### src/design/pbwc_defs.svh
// timing constants and widths for the push-button wiper counter
`ifndef PBWC_DEFS_SVH
`define PBWC_DEFS_SVH
`define PBWC_CLK_HZ        125000000
`define PBWC_POS_W         5
`define PBWC_TAPS          32
`define PBWC_POS_MAX       5'h1f
`define PBWC_DEBOUNCE_MS   40
`define PBWC_SLOW_MS       250
`define PBWC_FAST_MS       50
`define PBWC_FAST_AFTER_MS 1000
`define PBWC_RECALL_US     500
`define PBWC_MS_CYC        (`PBWC_CLK_HZ / 1000)
`define PBWC_DEBOUNCE_CYC  (`PBWC_DEBOUNCE_MS * `PBWC_MS_CYC)
`define PBWC_SLOW_CYC      (`PBWC_SLOW_MS * `PBWC_MS_CYC)
`define PBWC_FAST_CYC      (`PBWC_FAST_MS * `PBWC_MS_CYC)
`define PBWC_FAST_AFTER_CYC (`PBWC_FAST_AFTER_MS * `PBWC_MS_CYC)
`define PBWC_RECALL_CYC    (`PBWC_RECALL_US * (`PBWC_CLK_HZ / 1000000))
`endif

### src/design/pbwc_pkg.sv
// types for the push-button wiper counter
package pbwc_pkg;
  typedef enum logic [3:0] {
    PBWC_RECALL = 4'h1,
    PBWC_IDLE   = 4'h2,
    PBWC_SLOW   = 4'h4,
    PBWC_FAST   = 4'h8
  } pbwc_state_type;

  typedef struct packed {
    logic up;
    logic down;
    logic store_en;
  } pbwc_btn_type;

  typedef struct packed {
    logic       wr;
    logic [4:0] data;
  } pbwc_nvm_wr_type;
endpackage

### src/design/pbwc_debounce.sv
// synchroniser plus debounce filter for one active-low pin
`timescale 1ns/1ps
module pbwc_debounce #(
  parameter int unsigned DB_CYC = 5000000
) (
  input  wire logic sys_clk_in,
  input  wire logic rst_n_in,
  input  wire logic pin_n_in,
  output logic      level_n_out
);
  logic        sync1_r;
  logic        sync2_r;
  logic [31:0] cnt_r;

  // two flops before anything reads the pin
  always_ff @(posedge sys_clk_in or negedge rst_n_in) begin
    if (!rst_n_in) begin
      sync1_r <= 1'b1;
      sync2_r <= 1'b1;
    end else begin
      sync1_r <= pin_n_in;
      sync2_r <= sync1_r;
    end
  end

  // level must stay different for DB_CYC cycles to be taken
  always_ff @(posedge sys_clk_in or negedge rst_n_in) begin
    if (!rst_n_in) begin
      cnt_r       <= 32'h0;
      level_n_out <= 1'b1;
    end else if (sync2_r == level_n_out) begin
      cnt_r <= 32'h0;
    end else if (cnt_r >= DB_CYC - 1) begin
      cnt_r       <= 32'h0;
      level_n_out <= sync2_r;
    end else begin
      cnt_r <= cnt_r + 32'h1;
    end
  end
endmodule

### src/design/pbwc_top.sv
// push-button wiper counter: debounce, scan, saturating counter, tap decode, store
// Overview of operation
// - five-bit wiper counter steps up or down on debounced presses
// - counter decodes to exactly one of thirty-two tap selects
// - counter saturates at both ends, never wraps
// - low pulses shorter than about 40 ms cause no step
// - short press gives one step; held press repeats steps
// - first second of a hold steps at the slow rate
// - after one second of hold, step at the fast rate
// - release stops stepping and returns to standby; next press slow again
// - with store enable low, save counter when supply power-down detected
// - at power-up load counter from nonvolatile memory before stepping
// - store enable high at power-up then low blocks steps until high again
// - with auto store off, each debounced rise of store enable saves once
// - store enable is debounced; low selects auto store, high disables it
// - slow scan steps every 250 ms after debounce
// - fast scan steps every 50 ms
// - recalled position stable within 500 us of power-up
`timescale 1ns/1ps
`include "pbwc_defs.svh"
module pbwc_top #(
  parameter int unsigned DEBOUNCE_CYC  = `PBWC_DEBOUNCE_CYC,
  parameter int unsigned SLOW_CYC      = `PBWC_SLOW_CYC,
  parameter int unsigned FAST_CYC      = `PBWC_FAST_CYC,
  parameter int unsigned FAST_AFTER_CYC = `PBWC_FAST_AFTER_CYC,
  parameter int unsigned RECALL_CYC    = `PBWC_RECALL_CYC
) (
  input  wire logic                  sys_clk_in,
  input  wire logic                  rst_n_in,
  input  wire logic                  wiper_up_n_in,
  input  wire logic                  wiper_down_n_in,
  input  wire logic                  store_enable_n_in,
  input  wire logic                  power_fail_in,
  input  wire logic [4:0]            nvm_rd_data_in,
  output pbwc_pkg::pbwc_nvm_wr_type  nvm_wr_out,
  output logic [`PBWC_TAPS-1:0]      wiper_tap_output_out,
  output logic [4:0]                 wiper_pos_out,
  output logic                       recall_done_out
);
  pbwc_pkg::pbwc_btn_type   db_n;
  pbwc_pkg::pbwc_state_type state_r;
  logic [31:0] step_cnt_r;
  logic [31:0] hold_cnt_r;
  logic [31:0] recall_cnt_r;
  logic [4:0]  pos_r;
  logic        se_prev_r;
  logic        pf_s1_r;
  logic        pf_s2_r;
  logic        pf_prev_r;
  logic        lock_r;
  logic        locked;
  logic        se_at_pu_r;
  logic        up_req;
  logic        dn_req;
  logic        any_req;
  logic        step;

  // each active-low pin input debounced the same way
  pbwc_debounce #(.DB_CYC(DEBOUNCE_CYC)) u_db_up (
    .sys_clk_in  (sys_clk_in),
    .rst_n_in    (rst_n_in),
    .pin_n_in    (wiper_up_n_in),
    .level_n_out (db_n.up)
  );
  pbwc_debounce #(.DB_CYC(DEBOUNCE_CYC)) u_db_dn (
    .sys_clk_in  (sys_clk_in),
    .rst_n_in    (rst_n_in),
    .pin_n_in    (wiper_down_n_in),
    .level_n_out (db_n.down)
  );
  pbwc_debounce #(.DB_CYC(DEBOUNCE_CYC)) u_db_se (
    .sys_clk_in  (sys_clk_in),
    .rst_n_in    (rst_n_in),
    .pin_n_in    (store_enable_n_in),
    .level_n_out (db_n.store_en)
  );

  // registered lockout alone lags one cycle: a step pressed together
  // with store enable would slip through, so also gate on the live level
  assign locked  = lock_r || (se_at_pu_r && !db_n.store_en);

  // both buttons at once is ambiguous: treat as no request
  assign up_req  = !db_n.up && db_n.down && !locked;
  assign dn_req  = !db_n.down && db_n.up && !locked;
  assign any_req = up_req || dn_req;

  // power-fail detector is an outside level, so synchronise it
  always_ff @(posedge sys_clk_in or negedge rst_n_in) begin
    if (!rst_n_in) begin
      pf_s1_r   <= 1'b0;
      pf_s2_r   <= 1'b0;
      pf_prev_r <= 1'b0;
    end else begin
      pf_s1_r   <= power_fail_in;
      pf_s2_r   <= pf_s1_r;
      pf_prev_r <= pf_s2_r;
    end
  end

  // scan state machine
  always_ff @(posedge sys_clk_in or negedge rst_n_in) begin
    if (!rst_n_in) begin
      state_r    <= pbwc_pkg::PBWC_RECALL;
      step_cnt_r <= 32'h0;
      hold_cnt_r <= 32'h0;
      recall_cnt_r <= 32'h0;
    end else begin
      case (state_r)
        pbwc_pkg::PBWC_RECALL: begin
          // steps wait for the recall window
          if (recall_cnt_r >= RECALL_CYC - 1) begin
            state_r <= pbwc_pkg::PBWC_IDLE;
          end else begin
            recall_cnt_r <= recall_cnt_r + 32'h1;
          end
        end
        pbwc_pkg::PBWC_IDLE: begin
          step_cnt_r <= 32'h0;
          hold_cnt_r <= 32'h0;
          if (any_req) begin
            state_r <= pbwc_pkg::PBWC_SLOW;
          end
        end
        pbwc_pkg::PBWC_SLOW: begin
          if (!any_req) begin
            state_r <= pbwc_pkg::PBWC_IDLE;
          end else begin
            hold_cnt_r <= hold_cnt_r + 32'h1;
            step_cnt_r <= (step_cnt_r >= SLOW_CYC - 1) ? 32'h0 : step_cnt_r + 32'h1;
            if (hold_cnt_r >= FAST_AFTER_CYC - 1) begin
              state_r    <= pbwc_pkg::PBWC_FAST;
              step_cnt_r <= 32'h0;
            end
          end
        end
        pbwc_pkg::PBWC_FAST: begin
          if (!any_req) begin
            state_r <= pbwc_pkg::PBWC_IDLE;
          end else begin
            step_cnt_r <= (step_cnt_r >= FAST_CYC - 1) ? 32'h0 : step_cnt_r + 32'h1;
          end
        end
        default: begin
          state_r <= pbwc_pkg::PBWC_IDLE;
        end
      endcase
    end
  end

  // first step right after debounce, then one per scan period
  always_comb begin
    case (state_r)
      pbwc_pkg::PBWC_IDLE: step = any_req;
      pbwc_pkg::PBWC_SLOW: step = any_req && (step_cnt_r >= SLOW_CYC - 1)
                                  && (hold_cnt_r < FAST_AFTER_CYC - 1);
      pbwc_pkg::PBWC_FAST: step = any_req && (step_cnt_r >= FAST_CYC - 1);
      default:             step = 1'b0;
    endcase
  end

  // wiper position counter
  always_ff @(posedge sys_clk_in or negedge rst_n_in) begin
    if (!rst_n_in) begin
      pos_r <= 5'h00;
    end else if (state_r == pbwc_pkg::PBWC_RECALL) begin
      pos_r <= nvm_rd_data_in;
    end else if (step && up_req && pos_r != `PBWC_POS_MAX) begin
      pos_r <= pos_r + 5'h01;
    end else if (step && dn_req && pos_r != 5'h00) begin
      pos_r <= pos_r - 5'h01;
    end
  end

  // store enable level captured when recall ends, lockout tracks later lows
  always_ff @(posedge sys_clk_in or negedge rst_n_in) begin
    if (!rst_n_in) begin
      se_at_pu_r <= 1'b0;
      lock_r     <= 1'b0;
      se_prev_r  <= 1'b1;
    end else begin
      se_prev_r <= db_n.store_en;
      if (state_r == pbwc_pkg::PBWC_RECALL) begin
        se_at_pu_r <= db_n.store_en;
        se_prev_r  <= db_n.store_en;
      end else if (se_at_pu_r) begin
        lock_r <= !db_n.store_en;
      end
    end
  end

  // nonvolatile write request, one cycle pulse
  always_ff @(posedge sys_clk_in or negedge rst_n_in) begin
    if (!rst_n_in) begin
      nvm_wr_out <= '0;
    end else begin
      nvm_wr_out.data <= pos_r;
      nvm_wr_out.wr   <= 1'b0;
      if (state_r != pbwc_pkg::PBWC_RECALL) begin
        if (!db_n.store_en && pf_s2_r && !pf_prev_r) begin
          nvm_wr_out.wr <= 1'b1;
        end else if (db_n.store_en && !se_prev_r) begin
          nvm_wr_out.wr <= 1'b1;
        end
      end
    end
  end

  // one-hot tap select
  always_ff @(posedge sys_clk_in or negedge rst_n_in) begin
    if (!rst_n_in) begin
      wiper_tap_output_out <= '0;
      wiper_pos_out        <= 5'h00;
      recall_done_out      <= 1'b0;
    end else begin
      wiper_tap_output_out <= `PBWC_TAPS'(1) << pos_r;
      wiper_pos_out        <= pos_r;
      recall_done_out      <= (state_r != pbwc_pkg::PBWC_RECALL);
    end
  end
endmodule

### config.mk
export PLATFORM = sky130hd
export DESIGN_NAME = pbwc_top
export DESIGN_NICKNAME = d
export VERILOG_FILES = /design/src/design/pbwc_pkg.sv /design/src/design/pbwc_debounce.sv /design/src/design/pbwc_top.sv
export VERILOG_INCLUDE_DIRS = /design/src /design/src/design
export SDC_FILE = /design/constraint.sdc
export NUM_CORES = 1
export LEC_CHECK = 0
export ABC_AREA = 0
export BUFFER_PORTS_ARGS = -buffer_cell sky130_fd_sc_hd__buf_4
export CELL_PAD_IN_SITES_DETAIL_PLACEMENT = 0
export CELL_PAD_IN_SITES_GLOBAL_PLACEMENT = 1
export CORE_MARGIN = 5
export CORE_UTILIZATION = 25
export DETAILED_ROUTE_END_ITERATION = 7
export HOLD_SLACK_MARGIN = 0.02
export PLACE_DENSITY_LB_ADDON = 0.1
export SYNTH_ARGS = -nofsm -noshare
export SYNTH_HDL_FRONTEND = slang
export SYNTH_SLANG_ARGS = --single-unit
### constraint.sdc
create_clock -name sys_clk_in -period 4.05 [get_ports sys_clk_in]
set_clock_uncertainty 0.1 [all_clocks]
set_input_delay 0.81 -clock sys_clk_in [delete_from_list [all_inputs] [get_ports sys_clk_in]]
set_output_delay 0.81 -clock sys_clk_in [all_outputs]
set_load 0.05 [all_outputs]
==> results summary, run 1 <==
The synthesized design contains 255 register bits. In this run, distinct cell masters in the synthesized netlist total 76. The region available for standard cell placement spans 44100 µm².

The initialized floorplan defines 77 standard-cell rows. Once the clock tree was built, the resizer swapped 0 gates to a different size. The post-CTS setup-driven buffer insertion count is 0.

IR analysis of the VDD net gives a maximum drop of 0.000311 V. The count of filler cells inserted in the layout came out at between 4000 and 5000. The number of placed I/O pins is 55. Wires add up to 26.2 mm. The DRC violation total after the first TritonRoute iteration is 264. Setup violations remaining at the end of the flow were counted as 0.

The path category of the worst min-delay check is in -> async. The timing-limited maximum frequency came out at around 270 MHz. TritonCTS built the clock tree. The initial core utilization is 25.3%.

Sequential elements use 57.4% of the synthesized area. The maximum fanout count along the critical path came out at 6. The CTS sink count came out at between 200 and 300. The count of pins over their slew limit was 0. The endpoint type of the worst setup path is a flop. Synthesis produced 1056 cells. At the end of the flow the core is filled with cells to a little under a third. The post-detailed-route wirelength per cell is about 15 µm.

Global routing consumed, over all layers together, 10.7% of the routing resources. The flip-flop and latch area came out at 6390 µm². The final HPWL from detailed placement is 17.2 mm. The leakage power came out at approximately 0.0059 µW. The power density relative to cell area is 560 nW/µm². The area of the mapped netlist is 11100 µm². The pin count of the biggest net entering global routing is 89. Traced cell by cell, the critical path runs through ha_1 > and4_1 > a31oi_1 > a211o_1 > nand4_1 > o2bb2ai_1 > nand3_1 > ha_1 > a21o_1 > a21oi_1 > mux2i_1 > a21o_1 > nand3_1.

The count of port buffers added during placement came out at 54. The first-pass iteration count of the detailed router is 4. The cell sitting at the root of the clock tree is a sky130_fd_sc_hd__clkbuf_16. After detailed routing, the number of remaining DRC violations is 0.

For the worst-skew pair, the clock arrives at the later sink with an insertion delay of between 500 and 600 ps. In the final timing run, aggregate negative setup slack is 0 ps. The cell accounting for the most synthesized area is sky130_fd_sc_hd__dfrtp_1. The via density per instance came out at 4.34. The number of maximum-capacitance constraint violations came out at 0. The number of hold violations in the final report came out at 0. By startpoint and endpoint, the worst setup path is classified as reg -> reg. The post-route clock period utilization is 90.8%.

The number of global-route vias before repair came to 7936. Buffers inserted during clock tree synthesis total 31. The initial antenna violation count came out at 0. Data arrives at the worst endpoint at 4040 ps. The routability-driven placement congestion ratio came out at 0.715.

The total number of H-tree levels came out at 1. The number of buffers on the longest clock path came out at 3. The final period demand of the worst path came out at around 3700 ps. The worst pin sits at a relative slew slack of 37.1%. The worst hold slack came out at about 160 ps. The critical path contains buffers and inverters numbering 0 combined. The synthesized area per cell came out at around 11 µm². Yosys mapped a number of flops with a built-in enable equal to 0. The yosys synthesis warning count came out at 0. 0 antenna diodes ended up in the layout.

The cell family with the largest share of critical-path delay is compound AO/OA/AOI/OAI gates. The most used flip-flop cell after synthesis is sky130_fd_sc_hd__dfrtp_1. The area of the multi-input gates came out at 4570 µm². The slowest stage of the critical path belongs to the cell sky130_fd_sc_hd__o2bb2ai_1.

The count of vias placed by the detailed router is between 7000 and 8000. After synthesis, the cell types taking the most area are sky130_fd_sc_hd__dfrtp_1 (55%), sky130_fd_sc_hd__nor2_1 (5.6%), sky130_fd_sc_hd__xor2_1 (5.4%). The first global-routing pass estimated 43.6 mm of wire. Of the cells placed in the final design, the portion with a size suffix greater than 1 is 14.7%. The area growth from synthesis to layout is 21.6%. The flow ran to the end, and the final reports show no timing, DRC or antenna violations. STA puts the critical path data required time at 4410 ps. The async set or reset register ratio after synthesis is 100%.

Summed over all layers, the global routing overflow is 0. The area fraction of the dominant cell type after synthesis is 54.8%. Summing internal, switching and leakage power gives 7590 µW.

The largest incremental delay on the critical path came out at 510 ps. The width of the die came out at 221 µm. The vertical die dimension came out at about 220 µm. The die covers roughly 49000 µm².

The nature of the critical path startpoint is a flop. The number of antenna-violating nets in the routed design is 0. At the end of the flow, the number of nets in the layout was 1162. The clock-pin slew on the worst setup and hold paths came out at roughly 60 ps.

Setup repair after global routing left no endpoint under its margin. In this run, post-CTS hold repair placed 0 buffers. The slew of the pin with the lowest slew margin is 943 ps.
[routing by layer]
metal	part of all wire, %	up-vias	GRT usage (%)
met5	0	-	0
met3	3.7	33	2.15
met1	50	3725	15.6
met4	2.2	0	2.54
li1	-	3800	-
met2	44	76	16.3
[worst reg2reg max path, stage by stage, from the launching register on]
cell,delay (ps)
sky130_fd_sc_hd__dfrtp_1,420
sky130_fd_sc_hd__ha_1,250
sky130_fd_sc_hd__and4_1,250
sky130_fd_sc_hd__a31oi_1,180
sky130_fd_sc_hd__a211o_1,190
sky130_fd_sc_hd__nand4_1,210
sky130_fd_sc_hd__o2bb2ai_1,510
sky130_fd_sc_hd__nand3_1,280
sky130_fd_sc_hd__ha_1,390
sky130_fd_sc_hd__a21o_1,170
sky130_fd_sc_hd__a21oi_1,170
sky130_fd_sc_hd__mux2i_1,240
sky130_fd_sc_hd__a21o_1,140
sky130_fd_sc_hd__nand3_1,70
[final cells by class]
cell class / count / share of cell area (%)
clock buffer: 38 / 6.29
timing repair buffer: 70 / 4.12
tap: 592 / 5.46
inverter: 23 / 0.637
sequential: 255 / 47.2
clock inverter: 20 / 2.58
multi-input combinational: 760 / 33.7
[cells in the mapped netlist (3+ instances only)]
cell	number
sky130_fd_sc_hd__buf_4	5
sky130_fd_sc_hd__ha_1	9
sky130_fd_sc_hd__nor3_1	21
sky130_fd_sc_hd__buf_2	4
sky130_fd_sc_hd__mux2_2	4
sky130_fd_sc_hd__nor4_4	3
sky130_fd_sc_hd__and3_1	28
sky130_fd_sc_hd__nor4_1	15
sky130_fd_sc_hd__a211oi_1	5
sky130_fd_sc_hd__o211ai_1	8
sky130_fd_sc_hd__inv_1	23
sky130_fd_sc_hd__nand2b_1	4
sky130_fd_sc_hd__nor2_1	165
sky130_fd_sc_hd__o21ai_0	21
sky130_fd_sc_hd__a21oi_1	36
sky130_fd_sc_hd__clkbuf_1	32
sky130_fd_sc_hd__xnor2_1	42
sky130_fd_sc_hd__nor2b_1	6
sky130_fd_sc_hd__nand3_1	76
sky130_fd_sc_hd__dfrtp_1	244
sky130_fd_sc_hd__o31ai_1	10
sky130_fd_sc_hd__or3_1	3
sky130_fd_sc_hd__and4_1	6
sky130_fd_sc_hd__a21o_1	5
sky130_fd_sc_hd__mux2i_1	6
sky130_fd_sc_hd__o2bb2ai_1	3
sky130_fd_sc_hd__nand4_1	23
sky130_fd_sc_hd__nand2_1	85
sky130_fd_sc_hd__dfstp_2	11
sky130_fd_sc_hd__or3b_2	4
sky130_fd_sc_hd__nand4b_1	3
sky130_fd_sc_hd__a31oi_1	8
sky130_fd_sc_hd__nor3_2	3
sky130_fd_sc_hd__o21a_1	3
sky130_fd_sc_hd__xor2_1	69
sky130_fd_sc_hd__nand3b_1	6
sky130_fd_sc_hd__and2_1	5
sky130_fd_sc_hd__a32o_1	5
[where the power goes]
| group | internal [µW] | total (µW) | switching (µW) |
|---|---|---|---|
| registers | 2690 | 2810 | 120 |
| clock network | 2070 | 3210 | 1140 |
| logic | 436 | 1570 | 1130 |
[cells in the final DEF (no fill, tap or decap), types with 7 or more instances in the layout]
master and n:
sky130_fd_sc_hd__a21oi_1 36, sky130_fd_sc_hd__a31oi_1 8, sky130_fd_sc_hd__and3_1 28, sky130_fd_sc_hd__buf_4 67
sky130_fd_sc_hd__bufinv_16 9, sky130_fd_sc_hd__clkbuf_16 31, sky130_fd_sc_hd__clkinv_2 7, sky130_fd_sc_hd__conb_1 27
sky130_fd_sc_hd__dfrtp_1 244, sky130_fd_sc_hd__dfstp_2 11, sky130_fd_sc_hd__ha_1 9, sky130_fd_sc_hd__inv_1 23
sky130_fd_sc_hd__nand2_1 85, sky130_fd_sc_hd__nand3_1 76, sky130_fd_sc_hd__nand4_1 23, sky130_fd_sc_hd__nor2_1 165
sky130_fd_sc_hd__nor3_1 21, sky130_fd_sc_hd__nor4_1 15, sky130_fd_sc_hd__o211ai_1 8, sky130_fd_sc_hd__o21ai_0 21
sky130_fd_sc_hd__o31ai_1 10, sky130_fd_sc_hd__xnor2_1 42, sky130_fd_sc_hd__xor2_1 69
[state kept, by name, summed over array words and instances, names as in the netlist, 32 cells and up]
name / cells
hold_cnt_r: 32
recall_cnt_r: 32
step_cnt_r: 32
u_db_dn.cnt_r: 32
u_db_se.cnt_r: 32
u_db_up.cnt_r: 32
wiper_tap_output_out: 32
[through the flow]
step | setup slack (ps) | cells | area [µm²]
after floorplan | 788 | 1082 | 11200
after global placement | 374 | 1700 | 12400
after detailed placement | 343 | 1700 | 12400
after CTS | 343 | 1758 | 13600
after global routing | 75.7 | 1758 | 13600
final | 372 | 1758 | 13600
[path summary, 6_finish.rpt]
kind	endpoint	slack, ps	depth (start not counted)	start
min	u_db_dn.cnt_r[8]	160	1	rst_n_in
min reg2reg	u_db_se.sync2_r	260	0	u_db_se.sync1_r
max in group asynchronous	se_prev_r	2820	2	rst_n_in
min in group sys_clk_in	u_db_se.sync1_r	230	1	store_enable_n_in
max	pos_r[4]	370	13	hold_cnt_r[0]
max reg2reg	pos_r[4]	370	13	hold_cnt_r[0]
[cells by family (layout without fill, tap and decap cells)]
| family | Yosys count | count (layout) | synth area share (%) |
|---|---|---|---|
| adder cells (fa/ha/maj) | 10 | 10 | 1.19 |
| buffers and inverters | 67 | 151 | 2.58 |
| other | 1 | 27 | 0.0336 |
| XOR/XNOR | 111 | 111 | 8.72 |
| flip-flops | 255 | 255 | 57.4 |
| AO/OA/AOI/OAI | 126 | 126 | 7.64 |
| multiplexers | 10 | 10 | 0.943 |
| AND/OR/NAND/NOR | 476 | 476 | 21.5 |
No activity file was read; power rests on OpenSTA's default activity.
==> run 2: changes to the inputs <==
==> constraint.sdc (replaced) <==
create_clock -name sys_clk_in -period 3.3 [get_ports sys_clk_in]
set_clock_uncertainty 0.1 [all_clocks]
set_input_delay 0.66 -clock sys_clk_in [delete_from_list [all_inputs] [get_ports sys_clk_in]]
set_output_delay 0.66 -clock sys_clk_in [all_outputs]
set_load 0.05 [all_outputs]
==> run 2 against run 1 <==
Against the previous run: die area did not move; design area increased by 1.8%; core utilization rose by 0.54 points; critical endpoint unchanged; critical path type unchanged; flip-flop and latch count did not move.
==> results summary, run 2 (synthesis gave the netlist of run 1 again) <==
The flow ran to the end, and the final reports show no timing, DRC or antenna violations. Measured along the y axis, the die boundary spans 221 µm. The instance area at placement is 12500 µm². The leakage power is 0.00599 µW. The number of buffers and inverters on the critical path came out at 2.

The routability-driven placement congestion ratio came out at 0.711. The number of clock buffers inserted by TritonCTS is 35. For this run, the total global-route usage over all layers was measured as 11.1%. The share of final-layout standard cells stronger than drive strength 1 came out at 16.3%. The setup violation total in the final timing report is 0. Of the available clock period, the critical path in the final layout requires 92.8%. The slowest stage of the critical path is the sky130_fd_sc_hd__dfrtp_1 cell. The initial core utilization is 25.3%. The total wirelength of the detailed-routed design is 26.8 mm. The max-slew headroom at the worst pin is 47.7%.

In this run the critical register-to-register path is captured at pos_r[4]. The first-pass iteration count of the detailed router came out at 4. For hold timing, the worst endpoint is pf_s1_r.

The count of cells along the worst hold path came out at 1. The library cell used most frequently in the layout, excluding fill and tap cells, is sky130_fd_sc_hd__dfrtp_1. Entering global routing, the biggest net connects 68 pins. The worst setup path is captured at a flop. The total core area came out at 44100 µm².

The clock reaches the later pin of the worst-skew pair after 540 ps. Summing over every cut layer, the via total after detailed routing is between 7000 and 8000. The worst hold path belongs to the class in -> reg. The data required time at the worst endpoint came out at 3620 ps. The start of the worst register-to-register path is step_cnt_r[0].

The detail route stage leaves a number of antenna-violating nets equal to 0. The final core utilization is 31.3%. The post-detailed-route wirelength per cell is between 10 and 15 µm. The worst setup path category is reg -> reg. Grouping stages by cell kind, the critical path spends the most delay in compound AO/OA/AOI/OAI gates. The largest incremental delay on the critical path is ~400 ps. The worst hold slack came out at around 130 ps. Summing all flip-flop and latch instances after layout gives around 6400 µm². Measured in cells, the most critical reg-to-reg path has a length of 15. The DRC violation total after the first TritonRoute iteration is 318. The maximum fanout count along the critical path came out at 4. The number of buffers on the longest clock path is 3. The final HPWL from detailed placement came out at 17.8 mm.

The area of the multi-input gates came out at 4660 µm². Clock-pin slew was measured on the worst setup and hold paths at 50 ps. The worst hold path begins at power_fail_in.

The number of global-route vias before repair came out at approximately 8100. The count of pins over their slew limit came out at 0. The CTS sink count came out at 255.

The layout has 4649 filler cells. The worst path arrival time came out at 3380 ps. The total number of H-tree levels came out at 2. The power density relative to cell area is 675 nW/µm². The timing-limited maximum frequency is between 300 and 400 MHz.

In the layout the commonest cells are sky130_fd_sc_hd__dfrtp_1 (244), sky130_fd_sc_hd__nor2_1 (165), sky130_fd_sc_hd__buf_4 (86). The overall die area came out at approximately 50000 µm². The worst-case register-to-register setup slack came out at 240 ps. The width of the die came out at between 200 and 250 µm. The final period demand of the worst path is 3060 ps. The worst-case IR drop observed on VDD is roughly 0.0004 V. The signal on the critical path passes through ha_1 > nand3_1 > a21oi_1 > o311a_1 > a211oi_4 > o2bb2ai_4 > nand3_4 > inv_1 > fa_2 > inv_1 > a21o_1 > a21oi_2 > mux2i_1 > a21o_1 > nand3_1. The initial antenna violation count came out at 0. The remaining routing DRC violations came out at 0. The number of maximum-capacitance constraint violations is 0. The via density per instance came out at 4.33. The first-pass GRT wire length came out at about 45 mm. The number of placement rows is 77. After global routing the overflow that remains totals 0. From synthesis to final layout, the design area changed by 23.7%. The root buffer cell chosen for the clock tree is sky130_fd_sc_hd__clkbuf_16. The number of hold violations in the final report came out at 0. The final net count came out at 1187. The count of antenna diodes in the layout is 0. TritonCTS built the clock tree. The count of port buffers added during placement is 54. The finished layout cell area is 13800 µm². The slew of the pin with the lowest slew margin came out at approximately 780 ps.

The number of placed I/O pins is 55. STA classifies the critical path startpoint as a flop.
run 2: cell count changes in the layout (fill, tap and decap cells not counted), sizes merged:
| cell | before | now |
|---|---|---|
| buf | 70 | 90 |
| bufinv | 9 | 2 |
| clkbuf | 38 | 58 |
| clkinvlp | 2 | 1 |
| clkinv | 8 | 2 |
| dlygate4sd3 | 0 | 1 |
run 2: per-stage QoR:
step                power (µW)  std cells  setup slack [ps]  TNS, ps
detailed placement        5540       1717              27.9        0
global route              9860       1785             -1.35    -1.35
floorplan                 4760       1082              38.5        0
CTS                       9510       1782              12.7        0
finish                    9310       1785               236        0
global placement          5570       1717              89.2        0
run 2: worst reg2reg max path, cell delays in order, from the launching register on:
cell and delay [ps]:
sky130_fd_sc_hd__dfrtp_1 400, sky130_fd_sc_hd__ha_1 230, sky130_fd_sc_hd__nand3_1 160, sky130_fd_sc_hd__a21oi_1 90, sky130_fd_sc_hd__o311a_1 370, sky130_fd_sc_hd__a211oi_4 330
sky130_fd_sc_hd__o2bb2ai_4 110, sky130_fd_sc_hd__nand3_4 100, sky130_fd_sc_hd__inv_1 60, sky130_fd_sc_hd__fa_2 350, sky130_fd_sc_hd__inv_1 60, sky130_fd_sc_hd__a21o_1 120
sky130_fd_sc_hd__a21oi_2 60, sky130_fd_sc_hd__mux2i_1 200, sky130_fd_sc_hd__a21o_1 140, sky130_fd_sc_hd__nand3_1 70
run 2: where the power goes:
group / total, µW / leakage (µW) / internal (µW) / switching [µW]
combinational: 2060 / 0.00199 / 620 / 1430
clock: 3830 / 0.000575 / 2410 / 1430
sequential: 3430 / 0.00342 / 3300 / 124
run 2: how the worst max path moves through the flow:
stage	startpoint	end	depth (start not counted)
after floorplan	state_r[1]	pos_r[4]	14
after global placement	hold_cnt_r[1]	pos_r[4]	15
after detailed placement	hold_cnt_r[1]	pos_r[4]	13
after CTS	hold_cnt_r[1]	pos_r[4]	15
after global routing	hold_cnt_r[1]	pos_r[4]	15
final	step_cnt_r[0]	pos_r[4]	15
run 2: cell type report:
type	instances	share of cell area (%)
clock buffers	58	7.87
clock inverters	6	0.708
inverters	23	0.626
multi-input cells	760	33.8
flip-flops and latches	255	46.4
well taps	592	5.37
repair buffers	91	5.30
run 2: metal layers:
metal / vias to the layer above / track usage [%] / wire length, µm
met5: - / 0 / 0
li1: 3847 / - / -
met2: 89 / 16.7 / 11800
met1: 3737 / 15.5 / 13000
met3: 50 / 3.27 / 1270
met4: 0 / 3.38 / 670
run 2: repair_timing:
action                                  in CTS  in global routing
resized for setup                            0                 14
setup buffers                                0                  3
endpoints found under the hold margin       53                  0
hold buffers                                 1                  0
endpoints found under the setup margin       0                  2
